### config.mk
export PLATFORM = sky130hd
export DESIGN_NAME = aogc_calibrator
export DESIGN_NICKNAME = d
export VERILOG_FILES = /design/src/core/aogc_pkg.sv /design/src/core/aogc_calibrator.sv /design/src/core/aogc_conv_timer.sv
export SDC_FILE = /design/constraint.sdc
export NUM_CORES = 1
export LEC_CHECK = 0
export ABC_AREA = 1
export BUFFER_PORTS_ARGS = -buffer_cell sky130_fd_sc_hd__buf_2
export CORE_UTILIZATION = 50
export DETAILED_ROUTE_END_ITERATION = 16
export HOLD_SLACK_MARGIN = 0.05
export PLACE_DENSITY = 0.65
export SLEW_MARGIN = 20
export SYNTH_ARGS = -nofsm -noshare
export SYNTH_HDL_FRONTEND = slang
export SYNTH_SLANG_ARGS = --single-unit
### constraint.sdc
create_clock -name clk_in -period 12.9 [get_ports clk_in]
set_clock_uncertainty 0.1 [all_clocks]
set_input_delay 0 -clock clk_in [delete_from_list [all_inputs] [get_ports clk_in]]
set_output_delay 0 -clock clk_in [all_outputs]
set_load 0.005 [all_outputs]
### src/core/aogc_pkg.sv
package aogc_pkg;

    // ----------------------------------------------------------------
    // Widths
    // ----------------------------------------------------------------
    localparam int COEF_W = 14;
    localparam int COEF_HI_W = 6;
    localparam int COEF_LO_W = 8;
    localparam int RES_W = 12;
    localparam int CHAN_W = 4;
    localparam int CAL_BITS = 14;

    // ----------------------------------------------------------------
    // Special function register addresses
    // ----------------------------------------------------------------
    localparam logic [7:0] ADDR_CAL_CTRL = 8'hF5;
    localparam logic [7:0] ADDR_CHAN_SEL = 8'hD8;
    localparam logic [7:0] ADDR_OFS_LO = 8'hF1;
    localparam logic [7:0] ADDR_OFS_HI = 8'hF2;
    localparam logic [7:0] ADDR_GAIN_LO = 8'hF3;
    localparam logic [7:0] ADDR_GAIN_HI = 8'hF4;

    // ----------------------------------------------------------------
    // Calibration control fields
    // ----------------------------------------------------------------
    localparam int CTRL_BUSY_BIT = 7;
    localparam int CTRL_AVG_LSB = 4;
    localparam int CTRL_MODE_BIT = 2;
    localparam int CTRL_GAIN_BIT = 1;
    localparam int CTRL_START_BIT = 0;

    // ----------------------------------------------------------------
    // Channel codes, reset values, correction scaling
    // ----------------------------------------------------------------
    localparam logic [3:0] CHAN_INT_GND = 4'hB;
    localparam logic [3:0] CHAN_INT_REF = 4'hC;
    localparam logic [3:0] CHAN_RESET = 4'h0;
    localparam logic [13:0] COEF_MID = 14'h2000;
    localparam logic [13:0] COEF_RESET = 14'h2000;
    localparam logic [11:0] RES_FULL = 12'hFFF;
    localparam int OFS_SHIFT = 5;
    localparam int GAIN_SHIFT = 18;

    // ----------------------------------------------------------------
    // Converter timing
    // ----------------------------------------------------------------
    localparam logic [4:0] CONV_BASE_CLKS = 5'h10;
    localparam logic [5:0] AVERAGE_COUNT_SEL0 = 6'h01;
    localparam logic [5:0] AVERAGE_COUNT_SEL1 = 6'h0F;
    localparam logic [5:0] AVERAGE_COUNT_SEL2 = 6'h1F;
    localparam logic [5:0] AVERAGE_COUNT_SEL3 = 6'h3F;
    localparam logic [4:0] CLK_DIV_SEL0 = 5'h02;
    localparam logic [4:0] CLK_DIV_SEL1 = 5'h04;
    localparam logic [4:0] CLK_DIV_SEL2 = 5'h08;
    localparam logic [4:0] CLK_DIV_SEL3 = 5'h10;

    typedef enum logic {
        AOGC_IDLE,
        AOGC_RUN
    } aogc_state_t;

endpackage
### src/core/aogc_calibrator.sv
`timescale 1ns/100ps

// Notes on behaviour
// - Offset and gain coefficients, 14 bits, split 6+8.
// - Larger offset coefficient pushes results down.
// - Larger gain coefficient steepens the transfer slope.
// - Gain trim covers at least plus/minus 2.5 percent.
// - Mode bit plus channel field set calibration.
// - Code 1011 internal ground, 1100 internal reference.
// - Write 25h starts offset, 27h starts gain.
// - Cycle lasts 14 x clk x averages x (17+acq).
// - Busy high for the whole calibration cycle.
module aogc_calibrator (
    input wire logic clk_in,
    input wire logic rstn_in,
    input wire logic [7:0] sfr_addr_in,
    input wire logic sfr_wr_in,
    input wire logic [7:0] sfr_wdata_in,
    output logic [7:0] sfr_rdata_out,
    input wire logic [1:0] clk_div_sel_in,
    input wire logic [1:0] acq_sel_in,
    input wire logic [11:0] conv_result_in,
    output logic conv_start_out,
    output logic [3:0] chan_sel_out,
    output logic int_gnd_sel_out,
    output logic int_ref_sel_out,
    output logic cal_mode_out,
    output logic cal_busy_out,
    output logic [11:0] corrected_out
);

    // --------------------------------------------------------------
    // Register storage
    // --------------------------------------------------------------
    aogc_pkg::aogc_state_t state;
    logic [13:0] ofs_coef;
    logic [13:0] gain_coef;
    logic [13:0] work;
    logic [3:0] chan_sel;
    logic [1:0] avg_sel;
    logic mode_bit;
    logic gain_cal;
    logic [4:0] div_lat;
    logic [4:0] len_lat;
    logic [5:0] average_count;
    logic [3:0] bit_idx;
    logic [5:0] avg_cnt;
    logic [6:0] hit_cnt;

    logic busy;
    logic ctrl_wr;
    logic start;
    logic done;
    logic last_avg;
    logic last_bit;
    logic need_more;
    logic keep;
    logic [6:0] next_hit;
    logic [4:0] next_div;
    logic [5:0] next_average_count;

    assign busy = (state == aogc_pkg::AOGC_RUN);
    assign ctrl_wr = sfr_wr_in && (sfr_addr_in == aogc_pkg::ADDR_CAL_CTRL);
    // Start ignored while busy, so a running cycle is never cut short
    assign start = ctrl_wr && !busy
        && sfr_wdata_in[aogc_pkg::CTRL_START_BIT];

    // --------------------------------------------------------------
    // Lookup of averages and converter clock divide
    // --------------------------------------------------------------
    always_comb begin
        case (sfr_wdata_in[aogc_pkg::CTRL_AVG_LSB +: 2])
            2'h0: next_average_count = aogc_pkg::AVERAGE_COUNT_SEL0;
            2'h1: next_average_count = aogc_pkg::AVERAGE_COUNT_SEL1;
            2'h2: next_average_count = aogc_pkg::AVERAGE_COUNT_SEL2;
            default: next_average_count = aogc_pkg::AVERAGE_COUNT_SEL3;
        endcase
        case (clk_div_sel_in)
            2'h0: next_div = aogc_pkg::CLK_DIV_SEL0;
            2'h1: next_div = aogc_pkg::CLK_DIV_SEL1;
            2'h2: next_div = aogc_pkg::CLK_DIV_SEL2;
            default: next_div = aogc_pkg::CLK_DIV_SEL3;
        endcase
    end

    // --------------------------------------------------------------
    // Correction datapath
    // --------------------------------------------------------------
    logic [13:0] ofs_use;
    logic [13:0] gain_use;
    logic signed [15:0] ofs_d;
    logic signed [15:0] gain_d;
    logic signed [23:0] adj;
    logic signed [39:0] prod;
    logic signed [23:0] scaled;
    logic [11:0] corr;

    // Trial value replaces the coefficient under calibration only
    assign ofs_use = (busy && !gain_cal) ? work : ofs_coef;
    assign gain_use = (busy && gain_cal) ? work : gain_coef;
    assign ofs_d = $signed({2'b00, ofs_use})
        - $signed({2'b00, aogc_pkg::COEF_MID});
    assign gain_d = $signed({2'b00, gain_use})
        - $signed({2'b00, aogc_pkg::COEF_MID});
    // Offset above midscale subtracts, up to about 6 percent
    assign adj = $signed({12'h000, conv_result_in})
        - 24'(ofs_d >>> aogc_pkg::OFS_SHIFT);
    // Gain span of about 3.1 percent each way covers 2.5 percent
    assign prod = 40'(adj) * 40'(gain_d);
    assign scaled = adj + 24'(prod >>> aogc_pkg::GAIN_SHIFT);

    // Clamp to the result range
    always_comb begin
        if (scaled < 24'sd0) begin
            corr = 12'h000;
        end else if (scaled > $signed({12'h000, aogc_pkg::RES_FULL})) begin
            corr = aogc_pkg::RES_FULL;
        end else begin
            corr = scaled[11:0];
        end
    end

    always_ff @(posedge clk_in or negedge rstn_in) begin
        if (!rstn_in) begin
            corrected_out <= 12'h000;
        end else begin
            corrected_out <= corr;
        end
    end

    // --------------------------------------------------------------
    // Conversion timer
    // --------------------------------------------------------------
    aogc_conv_timer #(
        .DIV_W(5),
        .CNT_W(5)
    ) u_timer (
        .clk_in(clk_in),
        .rstn_in(rstn_in),
        .run_in(busy),
        .div_in(div_lat),
        .len_in(len_lat),
        .done_out(done)
    );

    // --------------------------------------------------------------
    // Averaged successive approximation decision
    // --------------------------------------------------------------
    // Offset wants more while result sits above zero; gain wants
    // more while result sits below full scale
    assign need_more = gain_cal ? (corr != aogc_pkg::RES_FULL)
                                : (corr != 12'h000);
    assign next_hit = hit_cnt + {6'h00, need_more};
    assign last_avg = (avg_cnt == average_count - 6'h01);
    assign last_bit = (bit_idx == 4'h0);
    assign keep = ({next_hit, 1'b0} > {2'b00, average_count});

    // Sequencer state
    always_ff @(posedge clk_in or negedge rstn_in) begin
        if (!rstn_in) begin
            state <= aogc_pkg::AOGC_IDLE;
        end else begin
            case (state)
                aogc_pkg::AOGC_IDLE: begin
                    if (start) begin
                        state <= aogc_pkg::AOGC_RUN;
                    end
                end
                aogc_pkg::AOGC_RUN: begin
                    if (done && last_avg && last_bit) begin
                        state <= aogc_pkg::AOGC_IDLE;
                    end
                end
                default: state <= aogc_pkg::AOGC_IDLE;
            endcase
        end
    end

    // Trial word, bit index and averaging counters
    always_ff @(posedge clk_in or negedge rstn_in) begin
        if (!rstn_in) begin
            work <= 14'h0000;
            bit_idx <= 4'h0;
            avg_cnt <= 6'h00;
            hit_cnt <= 7'h00;
        end else if (start) begin
            work <= 14'h2000;
            bit_idx <= 4'(aogc_pkg::CAL_BITS - 1);
            avg_cnt <= 6'h00;
            hit_cnt <= 7'h00;
        end else if (busy && done) begin
            if (last_avg) begin
                if (!keep) begin
                    work[bit_idx] <= 1'b0;
                end
                if (!last_bit) begin
                    work[bit_idx - 4'h1] <= 1'b1;
                    bit_idx <= bit_idx - 4'h1;
                end
                avg_cnt <= 6'h00;
                hit_cnt <= 7'h00;
            end else begin
                avg_cnt <= avg_cnt + 6'h01;
                hit_cnt <= next_hit;
            end
        end
    end

    // Conversion start pulse: one per averaged conversion
    always_ff @(posedge clk_in or negedge rstn_in) begin
        if (!rstn_in) begin
            conv_start_out <= 1'b0;
        end else begin
            conv_start_out <= start
                || (busy && done && !(last_avg && last_bit));
        end
    end

    // --------------------------------------------------------------
    // Control register and channel select writes
    // --------------------------------------------------------------
    // Timing settings latched on any idle control write; writes while busy are dropped
    always_ff @(posedge clk_in or negedge rstn_in) begin
        if (!rstn_in) begin
            avg_sel <= 2'h0;
            mode_bit <= 1'b0;
            gain_cal <= 1'b0;
            average_count <= aogc_pkg::AVERAGE_COUNT_SEL0;
            div_lat <= aogc_pkg::CLK_DIV_SEL0;
            len_lat <= aogc_pkg::CONV_BASE_CLKS;
        end else if (ctrl_wr && !busy) begin
            avg_sel <= sfr_wdata_in[aogc_pkg::CTRL_AVG_LSB +: 2];
            mode_bit <= sfr_wdata_in[aogc_pkg::CTRL_MODE_BIT];
            gain_cal <= sfr_wdata_in[aogc_pkg::CTRL_GAIN_BIT];
            average_count <= next_average_count;
            div_lat <= next_div;
            len_lat <= aogc_pkg::CONV_BASE_CLKS
                + {3'h0, acq_sel_in} + 5'h01;
        end
    end

    // Channel field frozen during a cycle so the input stays put
    always_ff @(posedge clk_in or negedge rstn_in) begin
        if (!rstn_in) begin
            chan_sel <= aogc_pkg::CHAN_RESET;
        end else if (sfr_wr_in && !busy
                     && sfr_addr_in == aogc_pkg::ADDR_CHAN_SEL) begin
            chan_sel <= sfr_wdata_in[3:0];
        end
    end

    // Analog routing outputs
    always_ff @(posedge clk_in or negedge rstn_in) begin
        if (!rstn_in) begin
            chan_sel_out <= aogc_pkg::CHAN_RESET;
            int_gnd_sel_out <= 1'b0;
            int_ref_sel_out <= 1'b0;
            cal_mode_out <= 1'b0;
            cal_busy_out <= 1'b0;
        end else begin
            chan_sel_out <= chan_sel;
            int_gnd_sel_out <= (chan_sel == aogc_pkg::CHAN_INT_GND);
            int_ref_sel_out <= (chan_sel == aogc_pkg::CHAN_INT_REF);
            cal_mode_out <= mode_bit;
            cal_busy_out <= busy || start;
        end
    end

    // --------------------------------------------------------------
    // Coefficient registers
    // --------------------------------------------------------------
    // Software writes are held off while busy; the result wins
    always_ff @(posedge clk_in or negedge rstn_in) begin
        if (!rstn_in) begin
            ofs_coef <= aogc_pkg::COEF_RESET;
            gain_coef <= aogc_pkg::COEF_RESET;
        end else if (busy && done && last_avg && last_bit) begin
            if (gain_cal) begin
                gain_coef <= keep ? work : (work & ~14'h0001);
            end else begin
                ofs_coef <= keep ? work : (work & ~14'h0001);
            end
        end else if (sfr_wr_in && !busy) begin
            case (sfr_addr_in)
                aogc_pkg::ADDR_OFS_LO: ofs_coef[7:0] <= sfr_wdata_in;
                aogc_pkg::ADDR_OFS_HI: ofs_coef[13:8] <= sfr_wdata_in[5:0];
                aogc_pkg::ADDR_GAIN_LO: gain_coef[7:0] <= sfr_wdata_in;
                aogc_pkg::ADDR_GAIN_HI: gain_coef[13:8] <= sfr_wdata_in[5:0];
                default: ;
            endcase
        end
    end

    // --------------------------------------------------------------
    // Read data, registered
    // --------------------------------------------------------------
    always_ff @(posedge clk_in or negedge rstn_in) begin
        if (!rstn_in) begin
            sfr_rdata_out <= 8'h00;
        end else begin
            case (sfr_addr_in)
                aogc_pkg::ADDR_CAL_CTRL:
                    sfr_rdata_out <= {busy, 1'b0, avg_sel, 1'b0, mode_bit,
                                      gain_cal, 1'b0};
                aogc_pkg::ADDR_CHAN_SEL:
                    sfr_rdata_out <= {4'h0, chan_sel};
                aogc_pkg::ADDR_OFS_LO: sfr_rdata_out <= ofs_coef[7:0];
                aogc_pkg::ADDR_OFS_HI:
                    sfr_rdata_out <= {2'b00, ofs_coef[13:8]};
                aogc_pkg::ADDR_GAIN_LO: sfr_rdata_out <= gain_coef[7:0];
                aogc_pkg::ADDR_GAIN_HI:
                    sfr_rdata_out <= {2'b00, gain_coef[13:8]};
                default: sfr_rdata_out <= 8'h00;
            endcase
        end
    end

endmodule

### src/core/aogc_conv_timer.sv
`timescale 1ns/100ps

module aogc_conv_timer #(
    parameter int DIV_W = 5,
    parameter int CNT_W = 5
) (
    input wire logic clk_in,
    input wire logic rstn_in,
    input wire logic run_in,
    input wire logic [DIV_W-1:0] div_in,
    input wire logic [CNT_W-1:0] len_in,
    output logic done_out
);

    // --------------------------------------------------------------
    // Elaboration checks
    // --------------------------------------------------------------
    if (DIV_W < 5 || CNT_W < 5) begin : g_width_check
        $error("aogc_conv_timer: widths too small for divide 16, 20 clks");
    end

    logic [DIV_W-1:0] pre;
    logic [CNT_W-1:0] cnt;
    logic tick;

    // --------------------------------------------------------------
    // Converter clock prescaler and conversion length counter
    // --------------------------------------------------------------
    assign tick = run_in && (pre == div_in - DIV_W'(1));
    assign done_out = tick && (cnt == len_in - CNT_W'(1));

    // Restarts from zero whenever run drops, so no stale phase
    always_ff @(posedge clk_in or negedge rstn_in) begin
        if (!rstn_in) begin
            pre <= '0;
            cnt <= '0;
        end else if (!run_in) begin
            pre <= '0;
            cnt <= '0;
        end else if (tick) begin
            pre <= '0;
            cnt <= done_out ? '0 : cnt + CNT_W'(1);
        end else begin
            pre <= pre + DIV_W'(1);
        end
    end

endmodule

==> out/qor.csv, run 1 <==
metric,value,unit
status,finished clean,
startpoint_type,flop,
gp_congestion,0.9993,
antenna_found_initial,0,
setup_viol,0,
finalNetCount,2468,
areaGrowthSynthToFinish,11.25,%
vias,13490,
dieArea,0.03162,mm²
worstPathRequired,13.07,ns
drt-pass1-iter-count,6,
yosysTopAreaCellShare,25.91,%
htreeDepth,4,
multi_input_area,0.01080,mm²
maxSlewViolCount,0,
ys_ff_latch,117,
synth.distinct_cells,55,
synth_edf_count,0,
hold_class,in2reg,
crit_path_top_delay_cell,fa_2,
synthCells,2029,
syn_avg_cell_area,7.617,µm²
seq_area_frac_synth,18.97,%
cp-endpoint,work[10],
drive_gt1_share,8.099,%
wl_per_cell,16.94,µm
crit_family,adder cells,
fillers,2888,
num_rows,64,
fmaxAchievable,83.68,MHz
finalHoldViolations,0,
final_cell_mix,"nand2_1, inv_1, fa_1, nor2_1",
tightestPinTransition,0.9912,ns
die_h,177.8,µm
synth-main-ff-cell,dfrtp_1,
syn-num-nets,2374,
drtIter0Drc,922,
initial_core_util,50.66,%
num_antenna_cells,0,
final_common_cell,nand2_1,
core,0.03051,mm²
numCtsBuffers,17,
seqCellArea,0.002933,mm²
ant_nets,0,
grt_start_max_net_pins,76,
synth_area,0.01545,mm²
worstSetupPathType,reg2reg,
path_clk_slew,0.06,ns
cts_tree,built,
dp_hpwl,35140,µm
worstRegToRegCells,54,
worst_slew_margin_rel,33.22,%
cap_violations,0,
dieWidth,177.8,µm
cts-root-buf,clkbuf_16,
grt_usage,28.90,%
fin_crit,11.95,ns
slowest_delay,0.72,ns
pre_cts_ws,0.3908,ns
viasPerCell,5.328,
cts_sinks,117,
grt_pass1_vias,13940,
reg2reg_slack,0.95,ns
overflow,0,
grt_pass1_wl,70270,µm
arrival,12.12,ns
setup_slack,0.9498,ns
io_pins,64,
r2r_end,work[10],
path_max_fanout,17,
crit_start,busy,
async_flop_share,100.0,%
clockBufferDepth,2,
routed_wl,42880,µm
yosys.area.top_type,fa_1,
whs,0.08768,ns
portBuffers,63,
ys_warn_count,0,
reg2reg_from,busy,
cp_num_buf_inv,6,
clkLatencyLatePin,0.42,ns
drc,0,
synthTopCellsByArea,"fa_1, dfrtp_1, nand2_1, inv_1, ha_1",
worstSetupEndpointType,flop,
cpMostUsedCell,nand2_1,
crit_cells,54,
min_period_over_period,92.64,%
worst min-delay path by stage:
stage,startpoint,to,slack [ns],depth (start not counted)
after detailed placement,rstn_in,corrected_out[10],-0.07,1
final,sfr_addr_in[6],sfr_rdata_out[5],0.09,5
after global placement,rstn_in,corrected_out[10],-0.09,1
after global routing,sfr_addr_in[6],sfr_rdata_out[5],0.13,5
after floorplan,rstn_in,average_count[3],-0.40,0
after CTS,sfr_addr_in[6],sfr_rdata_out[5],0.07,5
final cells by class:
cell class              instances  area share [%]
clock buffers                  23           2.663
well taps                     396           2.882
multi-input cells            1451           62.79
flip-flops and latches        117           17.06
inverters                     425           9.322
clock inverters                 9          0.9023
repair buffers                111           4.381
cell usage after synthesis (all sizes together) (18+ instances only):
cell,n
ha,110
o21ai,91
nor2,174
a21oi,53
xor2,30
nand4,23
nand3,116
clkbuf,18
xnor2,25
nor3,18
dfrtp,114
fa,200
inv,421
buf,18
nand2,535
worst min-delay path, stage by stage:
cell and delay, ns:
buf_2 0.10, nand4_1 0.22, nor3_2 0.11, nand2_1 0.06
nand2_1 0.06
metrics by stage:
step	util (%)	setup TNS [ns]	cells	instance area [µm²]
6_report	56.36	0	2532	17190
5_1_grt	56.36	-0.01532	2532	17190
4_1_cts	56.09	0	2530	17110
3_5_place_dp	53.10	0	2468	16200
3_3_place_gp	53.10	0	2468	16200
2_1_floorplan	-	0	2029	15450
registers in the layout, indices dropped and copies added, names as in the netlist, 2 cells and up:
signal         count
average_count      3
avg_cnt            6
avg_sel            2
bit_idx            4
chan_sel           4
chan_sel_out       4
corrected_out     12
div_lat            4
gain_coef         14
hit_cnt            7
len_lat            3
ofs_coef          14
sfr_rdata_out      8
u_timer.cnt        5
u_timer.pre        5
work              14
cell families (layout without fill, tap and decap cells):
| family | count (synthesis) | count (layout) | share of synthesized area [%] |
|---|---|---|---|
| buffers and inverters | 461 | 568 | 11.54 |
| muxes | 3 | 3 | 0.2186 |
| and+or+nand+nor | 888 | 888 | 24.05 |
| adders and majority gates | 310 | 310 | 34.81 |
| AOI/OAI and AO/OA | 195 | 195 | 7.238 |
| xor gates and xnor gates | 55 | 55 | 3.165 |
| DFF | 117 | 117 | 18.97 |
routing by layer:
metal  GRT usage (%)  part of all wire [%]
met5               0                     0
met2           50.23                    49
met3           3.363                   5.2
met1           35.72                    41
met4           13.68                   4.6
what timing repair did:
action	4_1_cts	5_1_grt
resized for setup	0	17
endpoints found under the hold margin	95	0
hold buffers	30	0
buffers inserted	0	2
endpoints found under the setup margin	0	16
Power of run 1 is not shown: default switching activity piles up to over one toggle a cycle in this logic, so the estimate is an artifact.
==> inputs of run 2 (changes only) <==
--- a/config.mk
+++ b/config.mk
@@ -5,7 +5,7 @@
 export SDC_FILE = /design/constraint.sdc
 export NUM_CORES = 1
 export LEC_CHECK = 0
-export ABC_AREA = 1
+export ABC_AREA = 0
 export BUFFER_PORTS_ARGS = -buffer_cell sky130_fd_sc_hd__buf_2
 export CORE_UTILIZATION = 50
 export DETAILED_ROUTE_END_ITERATION = 16
==> run 2 against run 1 <==
Utilization increased by 2.4 points. Hold slack got worse by 0.023 ns. Wire length is 16% lower. Via count fell by 18%. Area after synthesis decreased by 8.6%. Final area is 5.1% lower. Non-clock buffer count grew 34. Final cell count is 19% lower. Clock-buffer cell count down 4. Die area down 8.5%. Sequential share of layout area is 0.91 points higher. Synthesized cell count fell by 24%. Critical path type unchanged. Critical endpoint is now work[5]. Largest cell class unchanged. Highest routed layer unchanged.
==> out/qor.csv, run 2 <==
metric,value,unit,change
dieArea,0.02892,mm²,-8.5%
setup_viol,0,,unchanged
reg2reg_from,gain_cal,,
cpMostUsedCell,fa_1,,
final_cell_area,0.01631,mm²,-5.1%
maxSlewViolCount,0,,unchanged
yosysTopAreaCellShare,28.35,%,+2.4 points
ant_nets,0,,unchanged
drive_gt1_share,14.77,%,+6.7 points
tightestPinTransition,0.8660,ns,-0.1251 ns
syn-num-nets,1879,,-21%
dieWidth,170.1,µm,-4.4%
initial_core_util,50.84,%,+0.18 points
seq_area_frac_synth,20.76,%,+1.8 points
crit_cells,56,,+3.7%
worst_slew_margin_rel,40.61,%,+7.4 points
num_antenna_cells,0,,unchanged
final_cell_mix,"inv_1, fa_1, nand2_1, nor2_1, dfrtp_1",,
place_area,0.01511,mm²,-6.7%
cp_num_buf_inv,11,,+5
synthMostInstantiatedCell,inv_1,,
synth_edf_count,0,,unchanged
fin_crit,12.50,ns,+0.5460 ns
io_pins,64,,unchanged
whs,0.06435,ns,-0.02332 ns
worstRegToRegCells,56,,+3.7%
drc,0,,unchanged
areaGrowthSynthToFinish,15.49,%,
yosys.area.top_type,fa_1,,
reg.largest.list,"gain_coef: 14 flops, ofs_coef: 14 flops, work: 14 flops",,
synthTopCellsByArea,"fa_1, dfrtp_1, ha_1, inv_1, nand2_1",,
worstSetupEndpointType,flop,,
clockBufferDepth,2,,unchanged
grt_start_max_net_pins,62,,-18%
ys_ff_latch,117,,unchanged
path_clk_slew,0.06,ns,about the same
syn_avg_cell_area,9.207,µm²,+21%
arrival,12.68,ns,+0.56 ns
synth_commonest_cells,"inv_1, fa_1, nand2_1, nor2_1, dfrtp_1",,
ys_warn_count,0,,unchanged
final_common_cell,inv_1,,
synth_area,0.01412,mm²,-8.6%
cts_tree,built,,
crit_path_top_delay_cell,fa_1,,
dp_hpwl,28910,µm,-18%
finalNetCount,2004,,-19%
cts-root-buf,clkbuf_16,,
slowest_delay,0.56,ns,-0.16 ns
reg2reg_slack,0.40,ns,-0.55 ns
synthCells,1534,,-24%
drtIter0Drc,612,,-34%
core,0.02778,mm²,-8.9%
min_period_over_period,96.87,%,+4.2 points
drt-pass1-iter-count,5,,-1
grt_usage,26.60,%,-2.3 points
wl_per_cell,17.52,µm,+3.5%
crit_family,adder cells,,
grt_pass1_vias,11430,,-18%
tns,0,ns,unchanged
vias,11030,,-18%
cap_violations,0,,unchanged
worstPathRequired,13.09,ns,+0.02 ns
hold_class,in2async,,
htreeDepth,4,,unchanged
routed_wl,35930,µm,-16%
path_max_fanout,4,,-13
die_h,170.1,µm,-4.4%
viasPerCell,5.381,,+1.0%
cts_sinks,117,,unchanged
gp_congestion,0.9375,,-6.2%
grt_pass1_wl,59140,µm,-16%
startpoint_type,flop,,
antenna_found_initial,0,,unchanged
clkLatencyLatePin,0.42,ns,about the same
fmaxAchievable,80.02,MHz,-4.4%
status,finished clean,,
num_rows,61,,-4.7%
synth.distinct_cells,67,,+22%
async_flop_share,100.0,%,unchanged
worstSetupPathType,reg2reg,,
overflow,0,,unchanged
finalHoldViolations,0,,unchanged
numCtsBuffers,17,,unchanged
portBuffers,63,,unchanged
r2r_end,work[5],,
synth-main-ff-cell,dfrtp_1,,
## run 2: changes by cell type after synthesis, moves of 14 or more
cell      change
clkbuf_1     +14
a21oi_1      +28
o21ai_1      -14
o21ai_0      -19
nand4_1      -16
nor2_1       -35
inv_1       -124
and2_1       +26
nand3_1      -88
nand2_1     -363
mux2_2       +19
xnor2_1      +21
mux2i_1      +37
## run 2: worst reg2reg max path, delay by kind of cell (launching register included)
family	cells	cell delay [ns]
adders and majority gates	13	4.85
and+or+nand+nor	12	2.30
buffers and inverters	11	1.12
AOI/OAI and AO/OA	17	3.04
DFF	1	0.39
muxes	1	0.21
xor gates and xnor gates	2	0.37
## run 2: worst max-delay path by stage
stage             start        to
2_1_floorplan      busy  work[10]
3_3_place_gp   gain_cal   work[8]
3_5_place_dp   gain_cal   work[9]
4_1_cts        gain_cal   work[4]
5_1_grt        gain_cal   work[4]
6_report       gain_cal   work[5]
## run 2: what timing repair did
action                     in CTS  in global routing
hold buffers                   17                  0
setup endpoints to repair      15                 16
setup buffers                   1                 17
resized for setup              10                 58
pin swaps                       3                 47
hold endpoints to repair       97                  0
## run 2: cell families after synthesis
kind of cell	after synthesis	synth area share [%]
xor gates and xnor gates	63	3.907
muxes	59	4.376
adders and majority gates	310	38.09
and+or+nand+nor	432	13.84
AOI/OAI and AO/OA	230	10.28
DFF	117	20.76
buffers and inverters	323	8.753
## run 2: per-stage QoR
step	cells	util, %	setup WS (ns)
floorplan	1534	-	0.07265
global placement	1983	54.39	0.2263
detailed placement	1983	54.39	-0.1666
CTS	2033	57.35	0.03415
global route	2050	58.71	-0.1067
finish	2050	58.71	0.4038
## run 2: routing by layer
metal	global-route usage, %	up-vias	share of wire, %
met2	44.67	327	48
li1	-	5182	-
met5	0	-	0
met3	5.000	63	6.0
met1	35.06	5460	43
met4	7.560	0	2.8
## run 2: area by class of cell
cell class	count	area [µm²]
Timing Repair Buffer	145	979.7
Fill cell	2492	11470
Clock inverter	13	146.4
Multi-Input combinational cell	1094	10260
Clock buffer	19	452.9
Tap cell	378	473.0
Sequential cell	117	2932
Inverter	284	1066
Power of run 2 is left out for the same reason.
